--- config.mk ---
export PLATFORM = sky130hd
export DESIGN_NAME = lsv_top
export DESIGN_NICKNAME = d
export VERILOG_FILES = /design/src/verilog/lsv_pkg.sv /design/src/verilog/lsv_top.sv /design/src/verilog/lsv_tick.sv
export VERILOG_INCLUDE_DIRS = /design/src /design/src/verilog
export SDC_FILE = /design/constraint.sdc
export NUM_CORES = 1
export LEC_CHECK = 0
export BUFFER_PORTS_ARGS = -buffer_cell sky130_fd_sc_hd__buf_2
export CORE_ASPECT_RATIO = 0.8
export CORE_MARGIN = 2
export CORE_UTILIZATION = 56
export DETAILED_ROUTE_END_ITERATION = 10
export PLACE_DENSITY_LB_ADDON = 0.1
export SLEW_MARGIN = 10
export SYNTH_ARGS = -nofsm -noshare
export SYNTH_HDL_FRONTEND = slang
export SYNTH_SLANG_ARGS = --single-unit
export TNS_END_PERCENT = 100
--- constraint.sdc ---
create_clock -name pclk -period 3.4 [get_ports pclk]
set_input_delay 0.34 -clock pclk [delete_from_list [all_inputs] [get_ports pclk]]
set_output_delay 0.34 -clock pclk [all_outputs]
set_load 0.05 [all_outputs]
--- src/verilog/lsv_regs.svh ---
// Register offsets, field positions, reset values and timing counts of the lockup supervisor
`ifndef LSV_REGS_SVH
`define LSV_REGS_SVH

`define LSV_CTRL_OFS        12'h000
`define LSV_MODE_OFS        12'h004
`define LSV_DELTA_OFS       12'h008
`define LSV_STAT_OFS        12'h00c
`define LSV_PROT_OFS        12'h010

`define LSV_CTRL_RELOAD_KEY 16'hca35
`define LSV_PROT_UNLOCK_KEY 16'h35ca
`define LSV_PROT_LOCK_KEY   16'h0001

`define LSV_MODE_EN_BIT     12
`define LSV_MODE_PRE_LSB    13
`define LSV_MODE_DBG_BIT    16
`define LSV_MODE_SRC_BIT    17

`define LSV_RELOAD_RST      12'hfff
`define LSV_DELTA_RST       12'hfff
`define LSV_PRE_RST         3'h0

`define LSV_RST_PULSE_NS    64
`define LSV_RST_PULSE_CYC   ((`LSV_RST_PULSE_NS + 7) / 8)

`endif

--- src/verilog/lsv_pkg.sv ---
// Types shared by the lockup supervisor files
package lsv_pkg;
    typedef struct packed {
        logic        en;
        logic [2:0]  pre;
        logic        dbg_hold;
        logic        src_ext;
        logic [11:0] reload;
        logic [11:0] delta;
    } lsv_cfg_t;

    typedef enum logic [2:0] {
        LSV_IDLE = 3'b001,
        LSV_RUN  = 3'b010,
        LSV_FIRE = 3'b100
    } lsv_state_t;
endpackage

--- src/verilog/lsv_top.sv ---
// Windowed lockup supervisor with APB registers
// How it works
// (RQ1) A 12-bit down-counter steps on each tick of a 3-bit prescaler.
// (RQ2) Counting below zero without reload fires a system reset.
// (RQ3) Reload while count still above delta also fires a system reset.
// (RQ4) Delta, the window's upper limit, lives in its own register.
// (RQ5) Optionally the counter freezes while the processor is in debug.
// (RQ6) With protection on, configuration writes are ignored.
// (RQ7) Clock source is internal or external slow oscillator, selectable.
// (RQ8) An accepted reload restores the reload value on the next tick.
//
// The APB interface to the registers and the register addresses are this design's own decisions.
`timescale 1ns/1ps
`include "lsv_regs.svh"
module lsv_top (
    input  wire logic        pclk,
    input  wire logic        presetn,
    input  wire logic        psel,
    input  wire logic        penable,
    input  wire logic        pwrite,
    input  wire logic [11:0] paddr,
    input  wire logic [31:0] pwdata,
    input  wire logic [3:0]  pstrb,
    output logic [31:0]      prdata,
    output logic             pready,
    output logic             pslverr,
    input  wire logic        slow_internal_osc,
    input  wire logic        slow_external_osc,
    input  wire logic        cpu_halted,
    output logic             sys_reset_req
);
    lsv_pkg::lsv_cfg_t   cfg_r;
    lsv_pkg::lsv_state_t state_r;
    logic [11:0] count_r;
    logic        locked_r;
    logic        reload_pend_r;
    logic        early_r;
    logic        under_r;
    logic [3:0]  pulse_r;
    logic        tick;
    logic        frozen;
    logic        wr_acc;
    logic        known;
    logic        cfg_wr;
    logic        reload_wr;
    logic        reload_hit;
    logic        early_hit;
    logic        under_hit;

    ////////////////////////////////////////////////////////////////
    // Bus decode; slave answers in the access cycle, no wait states
    function automatic logic is_ofs(input logic [11:0] a, input logic [11:0] o);
        return {a[11:2], 2'b00} == o;
    endfunction

    assign wr_acc    = psel & penable & pwrite & (pstrb == 4'hf);
    assign known     = is_ofs(paddr, `LSV_CTRL_OFS) | is_ofs(paddr, `LSV_MODE_OFS)
                     | is_ofs(paddr, `LSV_DELTA_OFS) | is_ofs(paddr, `LSV_STAT_OFS)
                     | is_ofs(paddr, `LSV_PROT_OFS);
    assign cfg_wr    = wr_acc & ~locked_r; // RQ6
    assign reload_wr = wr_acc & is_ofs(paddr, `LSV_CTRL_OFS)
                     & (pwdata[15:0] == `LSV_CTRL_RELOAD_KEY);

    always_ff @(posedge pclk or negedge presetn) begin
        if (!presetn) begin
            pready  <= 1'b0;
            pslverr <= 1'b0;
            prdata  <= 32'h0000_0000;
        end else begin
            pready  <= psel & ~penable;
            pslverr <= psel & ~penable & ~known;
            prdata  <= 32'h0000_0000;
            if (psel & ~penable & ~pwrite) begin
                if (is_ofs(paddr, `LSV_MODE_OFS)) begin
                    prdata <= {14'h0000, cfg_r.src_ext, cfg_r.dbg_hold, cfg_r.pre,
                               cfg_r.en, cfg_r.reload};
                end else if (is_ofs(paddr, `LSV_DELTA_OFS)) begin
                    prdata <= {20'h00000, cfg_r.delta};
                end else if (is_ofs(paddr, `LSV_STAT_OFS)) begin
                    prdata <= {14'h0000, early_r, under_r, 4'h0, count_r};
                end else if (is_ofs(paddr, `LSV_PROT_OFS)) begin
                    prdata <= {31'h0000_0000, locked_r};
                end
            end
        end
    end

    ////////////////////////////////////////////////////////////////
    // Configuration and protection
    always_ff @(posedge pclk or negedge presetn) begin
        if (!presetn) begin
            locked_r <= 1'b0;
        end else if (wr_acc & pready & is_ofs(paddr, `LSV_PROT_OFS)) begin
            if (pwdata[15:0] == `LSV_PROT_UNLOCK_KEY) begin
                locked_r <= 1'b0;
            end else if (pwdata[15:0] == `LSV_PROT_LOCK_KEY) begin
                locked_r <= 1'b1; // RQ6
            end
        end
    end

    always_ff @(posedge pclk or negedge presetn) begin
        if (!presetn) begin
            cfg_r.en       <= 1'b0;
            cfg_r.pre      <= `LSV_PRE_RST;
            cfg_r.dbg_hold <= 1'b0;
            cfg_r.src_ext  <= 1'b0;
            cfg_r.reload   <= `LSV_RELOAD_RST;
            cfg_r.delta    <= `LSV_DELTA_RST;
        end else if (cfg_wr & pready) begin
            if (is_ofs(paddr, `LSV_MODE_OFS)) begin
                cfg_r.reload   <= pwdata[11:0];
                cfg_r.en       <= pwdata[`LSV_MODE_EN_BIT];
                cfg_r.pre      <= pwdata[`LSV_MODE_PRE_LSB +: 3];
                cfg_r.dbg_hold <= pwdata[`LSV_MODE_DBG_BIT]; // RQ5
                cfg_r.src_ext  <= pwdata[`LSV_MODE_SRC_BIT]; // RQ7
            end else if (is_ofs(paddr, `LSV_DELTA_OFS)) begin
                cfg_r.delta    <= pwdata[11:0]; // RQ4
            end
        end
    end

    ////////////////////////////////////////////////////////////////
    // Prescaler and tick
    assign frozen = cfg_r.dbg_hold & cpu_halted; // RQ5

    lsv_tick u_tick (
        .pclk              (pclk),
        .presetn           (presetn),
        .slow_internal_osc (slow_internal_osc),
        .slow_external_osc (slow_external_osc),
        .src_ext           (cfg_r.src_ext),
        .pre               (cfg_r.pre),
        .run               (cfg_r.en & ~frozen & (state_r == lsv_pkg::LSV_RUN)),
        .tick              (tick)
    );

    ////////////////////////////////////////////////////////////////
    // Counter and window check
    assign reload_hit = reload_wr & pready & (state_r == lsv_pkg::LSV_RUN);
    assign early_hit  = reload_hit & (count_r > cfg_r.delta); // RQ3
    assign under_hit  = (state_r == lsv_pkg::LSV_RUN) & tick & ~reload_pend_r
                      & (count_r == 12'h000); // RQ2

    // Only presetn leaves FIRE, so a wedged program cannot cancel the reset
    always_ff @(posedge pclk or negedge presetn) begin
        if (!presetn) begin
            state_r <= lsv_pkg::LSV_IDLE;
        end else begin
            unique case (state_r)
                lsv_pkg::LSV_IDLE: begin
                    if (cfg_r.en) begin
                        state_r <= lsv_pkg::LSV_RUN;
                    end
                end
                lsv_pkg::LSV_RUN: begin
                    if (early_hit | under_hit) begin
                        state_r <= lsv_pkg::LSV_FIRE;
                    end else if (!cfg_r.en) begin
                        state_r <= lsv_pkg::LSV_IDLE;
                    end
                end
                lsv_pkg::LSV_FIRE: begin
                    state_r <= lsv_pkg::LSV_FIRE;
                end
            endcase
        end
    end

    // Idle keeps the counter primed with the reload value
    always_ff @(posedge pclk or negedge presetn) begin
        if (!presetn) begin
            count_r <= `LSV_RELOAD_RST;
        end else if (state_r == lsv_pkg::LSV_IDLE) begin
            count_r <= cfg_r.reload;
        end else if (state_r == lsv_pkg::LSV_RUN && tick && !under_hit) begin
            if (reload_pend_r) begin
                count_r <= cfg_r.reload; // RQ8
            end else begin
                count_r <= count_r - 12'h001; // RQ1
            end
        end
    end

    // Set beats clear: a reload on the applying tick is kept for the next
    always_ff @(posedge pclk or negedge presetn) begin
        if (!presetn) begin
            reload_pend_r <= 1'b0;
        end else if (state_r != lsv_pkg::LSV_RUN) begin
            reload_pend_r <= 1'b0;
        end else if (reload_hit & ~early_hit) begin
            reload_pend_r <= 1'b1;
        end else if (tick) begin
            reload_pend_r <= 1'b0;
        end
    end

    // Cause flags stay until presetn so software can read why it fired
    always_ff @(posedge pclk or negedge presetn) begin
        if (!presetn) begin
            early_r <= 1'b0;
            under_r <= 1'b0;
        end else begin
            if (early_hit) begin
                early_r <= 1'b1; // RQ3
            end
            if (under_hit) begin
                under_r <= 1'b1; // RQ2
            end
        end
    end

    // Reset request held a fixed pulse width; system reset clears the block
    always_ff @(posedge pclk or negedge presetn) begin
        if (!presetn) begin
            pulse_r       <= 4'h0;
            sys_reset_req <= 1'b0;
        end else begin
            if (state_r == lsv_pkg::LSV_FIRE && pulse_r != 4'(`LSV_RST_PULSE_CYC)) begin
                pulse_r <= pulse_r + 4'h1;
            end
            sys_reset_req <= (state_r == lsv_pkg::LSV_FIRE)
                           && pulse_r != 4'(`LSV_RST_PULSE_CYC); // RQ2
        end
    end
endmodule

--- src/verilog/lsv_tick.sv ---
// Oscillator select and 3-bit prescaler producing the count tick
`timescale 1ns/1ps
module lsv_tick (
    input  wire logic       pclk,
    input  wire logic       presetn,
    input  wire logic       slow_internal_osc,
    input  wire logic       slow_external_osc,
    input  wire logic       src_ext,
    input  wire logic [2:0] pre,
    input  wire logic       run,
    output logic            tick
);
    logic       osc_d_r;
    logic [6:0] div_r;
    logic       osc;
    logic       edge_seen;

    assign osc = src_ext ? slow_external_osc : slow_internal_osc;

    always_ff @(posedge pclk or negedge presetn) begin
        if (!presetn) begin
            osc_d_r <= 1'b0;
        end else begin
            osc_d_r <= osc;
        end
    end

    assign edge_seen = osc & ~osc_d_r;

    // Division by 2^pre of the selected slow oscillator
    always_ff @(posedge pclk or negedge presetn) begin
        if (!presetn) begin
            div_r <= 7'h00;
            tick  <= 1'b0;
        end else begin
            tick <= 1'b0;
            if (!run) begin
                div_r <= 7'h00;
            end else if (edge_seen) begin // RQ1
                if (div_r >= 7'((8'h01 << pre) - 8'h01)) begin
                    div_r <= 7'h00;
                    tick  <= 1'b1;
                end else begin
                    div_r <= div_r + 7'h01;
                end
            end
        end
    end
endmodule

======== Word-level counts from Yosys, hierarchy flattened ========
Index checks and enable logic that the tools add are counted.
cells by class
  add/sub/neg operators ................... 4
  multipliers ............................. 0
  div/mod/pow operators ................... 0
  $lt $le $gt $ge ......................... 2
  equality and inequality tests ........... 16
  shifts and indexed selects .............. 1
  multiplexer cells ....................... 24
  bitwise logic cells ..................... 37
  reductions and logical operators ........ 13
operator list
  operator               count
  $mux 18                4
  $mux 12                3
  $and 1x1->1            23
  $mux 7                 3
  $eq 10x2->1 const B    2
  $eq 16x1->1 const B    1
  $eq 16x14->1 const B   1
  $eq 16x16->1 const B   1
  $gt 12x12->1           1
  $logic_not 12->1       1
  $sub 12x1->12 const B  1
  $eq 10x1->1 const B    1
  $eq 10x3->1 const B    1
  $logic_not 10->1       1
  $mux 1                 10
  $mux 3                 3
  $not 1->1              9
  $pmux 3 s3             1
  $add 7x1->7 const B    1
  $ge 7x7->1             1
  $shl 1x3->7 const A    1
  $sub 7x1->7 const B    1
  $reduce_and 2->1       3
  $or 1x1->1             5
  14 further kinds       18
word-level totals
  bits in registers ....................... 97
  bits in latches ......................... 0
  memory bits (writable) .................. 0
  bits in read-only memories .............. 0
  input bits .............................. 56
  logic and storage cells ................. 117
  memories kept ........................... 0

======== Depth between registers and ports, before layout ========
  depth after elaboration ................. 12
  mapped depth ............................ 9
  depth with buffers taken out ............ 7

======== Modules after synthesis ========
Synthesis repeated with hierarchy kept, for this count alone.
unflattened totals
  cells, all modules ...................... 425
  area, all modules ....................... 4586.9 um^2
by module, submodules not included
  module    times used  cells each  area each (um^2)  sequential area each (um^2)
  lsv_top   1           357         3957.5            1898.1
  lsv_tick  1           68          629.4             225.2

======== Worst setup path after synthesis ========
OpenSTA, ideal clock, no wires.
  kind .................................... reg2reg
  start point ............................. register cfg_r[28] (netlist name)
  end point ............................... register u_tick.div_r[2]
  setup time .............................. 0.146 ns
  arrival time ............................ 2.019 ns
  slack ................................... 1.235 ns
  cell stages (with the launch flop) ...... 9
  buffers on the path ..................... 1
  cell sequence ........................... dfrtp_1 -> clkbuf_1 -> or3_1 -> ha_1 -> nand2b_1 -> a21oi_1 -> o21a_1 -> o21ai_0 -> o211ai_1
on the way
  word-level cells in the longest chain between the ends .. 6
RTL lines
  what                  line            RTL
  $shl 1x3->7           lsv_tick.sv:40  if (div_r >= 7'((8'h01 << pre) - 8'h01)) begin
  $sub 7x1->7           lsv_tick.sv:40
  $ge 7x7->1            lsv_tick.sv:40
  $mux 7                lsv_tick.sv:40
  $mux 7                lsv_tick.sv:39  end else if (edge_seen) begin
  $mux 7                lsv_tick.sv:37  if (!run) begin
  to (signal assigned)  lsv_tick.sv:44  div_r <= div_r + 7'h01;
  to (decl)             lsv_tick.sv:14  logic [6:0] div_r;
Every way passes these cells. The select of a mux whose other input is x is not followed.
A chain may end at the register's enable or synchronous reset.

======== Final worst setup path ========
  start point ............................. register count_r[0]
  end point ............................... register count_r[6]
on the way
  word-level cells in the longest chain between the ends .. 5
  elaborated cells between the ends (all ways) .. 9
  those cells by class .................... add/sub (1); mux (3); bitwise (1); reduce/logical (4)
RTL lines
  what                                                                   line            RTL
  from (decl)                                                            lsv_top.sv:34   logic [11:0] count_r;
  from (signal assigned)                                                 lsv_top.sv:173  count_r <= `LSV_RELOAD_RST;
  from (signal assigned)                                                 lsv_top.sv:175  count_r <= cfg_r.reload;
  from (signal assigned)                                                 lsv_top.sv:178  count_r <= cfg_r.reload;
  parallel branches: the longest is 5 deep, another holds $sub 12x1->12  n/a
Several ways; the timed one is not identified. The select of a mux whose other input is x is not followed.

==> out/results.txt <==
Run status: completed
Tcrit/Tclk final: 76.29%
Slew HR: 29.01%
P&R area growth vs syn: 10.85%
Gate count of the mapped netlist: 441
Slowest CP cell: a41o_1
Tot GR Track Use: 25.45%
Total clock sinks: 83
# H-tree levels: 3
Die Wd: 105.5 um
Placed inst area: 4915 um^2
Leak: 0.002287 uW
Non-Filler Instances: 609
Drt first-iter violations: 265
Synth Area in Simple Gates: 18.36%
Largest area contributor in the netlist: dfrtp_1
Setup violators final: 0
Crit path buf inv count: 1
Fin. Hold Viols: 0
Layout Nets: 575
Hold Slack: 0.1431 ns
F_max: 385.5 MHz
TritonRoute pass-1 iters: 7
Vias in the first global route: 3,461
Die footprint: 8984 um^2
Largest family of logic cells by synthesized area: simple AND/OR/NAND/NOR gates
Yosys Warn Count: 0
Via count: 3,611
Final instance area: 5114 um^2
Fin Setup TNS: 0 ns
Fin crit period: 2.594 ns
Skew final: 0.01299 ns
Synth Area in XOR/XNOR: 0.9493%
Flops & latches, synth: 83
Num rows: 29
Routability Congestion: 0.8870
Clock buffer depth: 2
Mapped cell area: 4613 um^2
Clock buffer count from CTS: 9
Post-synth EDFFs: 0
Post-CTS Setup Repair Bufs: 0
RSZ-0062 raised after global routing: false
Critical path fanouts, max: 15
Final Routed Wirelength: 10,650 um
Antenna Nets Post-Route: 0
Worst-Margin Slew: 1.061 ns
Sequential area share after synthesis: 46.03%
TritonCTS clock tree: built
Gr ovfl total: 0
Top-count cell post-synth: dfrtp_1
Compound-Gate Fraction of Synth Area: 13.67%
Drt drc: 0
Placed cells: 593
Initial Utilization: 58.05%
Initial antenna violation count: 0
Setup Crit Path Kind: flop to flop
Required @ worst endpoint: 3.70 ns
Final design utilization: 64.35%
CORE AREA: 7946 um^2
Worst setup EP type: flop
Synth Area in Adders: 6.238%
R2r setup slk: 0.81 ns
Post-synth top area share: 24.95%
Worst path cell trace: inv_1 -> ha_1 -> nor4b_2 -> and3b_1 -> a41o_1 -> and2_1 -> o22a_1
CP Data Arrival Time: 2.90 ns
N_diodes: 0
DR WL/cell: 17.49 um
Hold_buf cts: 0
Worst-path clk slew: 0.08 ns
Main flop type after synthesis: dfrtp_1
Clock tree root buffer cell: clkbuf_8
Worst vdd ir: 0.3484 mV
Die height: 85.18 um
Mux cell area share after synthesis: 8.218%
Clk_lat worst skew: 0.37 ns
Largest net degree at the start of global routing: 84
Netlist cell types: 65
CP startpoint kind: flop
IO Port Bufs: 60
Worst path max stage delay: 0.53 ns
Post-cts repair resize count: 0
Max Transition Viols Final: 0
HPWL after DPL: 7605 um
PD cells: 541.9 nW/um^2
CP delay by family, top: simple AND/OR/NAND/NOR gates
Max Cap Violations: 0
Async SR Flop Fraction: 100.0%
Mean Syn Cell Area: 10.46 um^2
First-pass GRT wire length: 17,650 um
Ports: 91
Fraction of layout cells with a size suffix above 1: 32.14%
Tightest Hold Check Type: input port to asynchronous set/reset pin
Vias per inst: 5.929
Post-synth top cells: dfrtp_1 (46), dfstp_2 (37), nor2_1 (37), mux2_2 (31), inv_1 (28)
Largest cells by area after synthesis: dfrtp_1 (25%), dfstp_2 (21%), mux2_2 (7.6%)
==> power breakdown <==
| group | switching [uW] | leakage [uW] | internal [uW] |
|---|---|---|---|
| Clock | 383 | 0.0000935 | 346 |
| Sequential | 162 | 0.00102 | 1120 |
| Combinational | 444 | 0.00117 | 317 |
==> area by class of cell <==
| type | instances | area [um^2] |
|---|---|---|
| Clock inverter | 6 | 71.32 |
| Inverter | 28 | 105.1 |
| Multi-Input combinational cell | 313 | 2241 |
| Fill cell | 641 | 2833 |
| Tap cell | 108 | 135.1 |
| Timing Repair Buffer | 61 | 310.3 |
| Clock buffer | 10 | 127.6 |
| Sequential cell | 83 | 2123 |
==> per-stage QoR <==
step	worst slack [ns]	power, uW
2_1_floorplan	1.235	1855
3_3_place_gp	0.8758	2007
3_5_place_dp	0.8558	2033
5_1_grt	0.5685	2942
4_1_cts	0.8208	2763
6_report	0.8062	2771
==> registers in the layout (all words and copies together), names as in the netlist <==
register        count
cfg_r              30
prdata             18
count_r            12
u_tick.div_r        7
pulse_r             4
state_r             3
early_r             1
locked_r            1
pready              1
pslverr             1
reload_pend_r       1
sys_reset_req       1
u_tick.osc_d_r      1
u_tick.tick         1
under_r             1
==> cell usage in the layout (no fill, tap or decap), types with 6 or more instances in the layout <==
cell type and instances:
clkbuf_8 9, dfstp_2 37, dfrtp_1 46, buf_2 59
a222oi_1 11, ha_1 23, a21oi_1 25, inv_1 28
nand4_1 11, conb_1 14, o21ai_0 17, nor2_1 37
nand2b_1 6, nand3_1 11, nand2_1 23, mux2_2 31
==> worst paths after layout <==
| path | from | endpoint | depth (start not counted) |
|---|---|---|---|
| max | count_r[0] | count_r[6] | 7 |
| min | presetn | u_tick.div_r[2] | 1 |
| max reg2reg | count_r[0] | count_r[6] | 7 |
| min reg2reg | under_r | under_r | 1 |
| max in group asynchronous | presetn | prdata[7] | 1 |
| min in group pclk | penable | pready | 2 |
==> logic make-up (layout without fill, tap and decap cells) <==
family / Yosys count / count (layout)
multiplexers: 34 / 34
adder cells (fa/ha/maj): 23 / 23
flip-flops: 83 / 83
AND/OR/NAND/NOR: 145 / 145
other: 1 / 14
XOR/XNOR: 5 / 5
AO/OA/AOI/OAI: 92 / 92
buffers and inverters: 58 / 105
==> worst reg2reg max path, cell delays in order, from the launching register on <==
cell	delay (ns)
dfstp_2	0.41
inv_1	0.12
ha_1	0.23
nor4b_2	0.32
and3b_1	0.32
a41o_1	0.54
and2_1	0.40
o22a_1	0.20
==> per-layer routing <==
metal / track usage, % / share of wire [%]
met5: 0 / 0
met4: 7.758 / 1.4
met3: 6.605 / 8.0
met2: 36.95 / 43
met1: 37.56 / 47
Note: power is estimated with default switching activity, not from simulation.
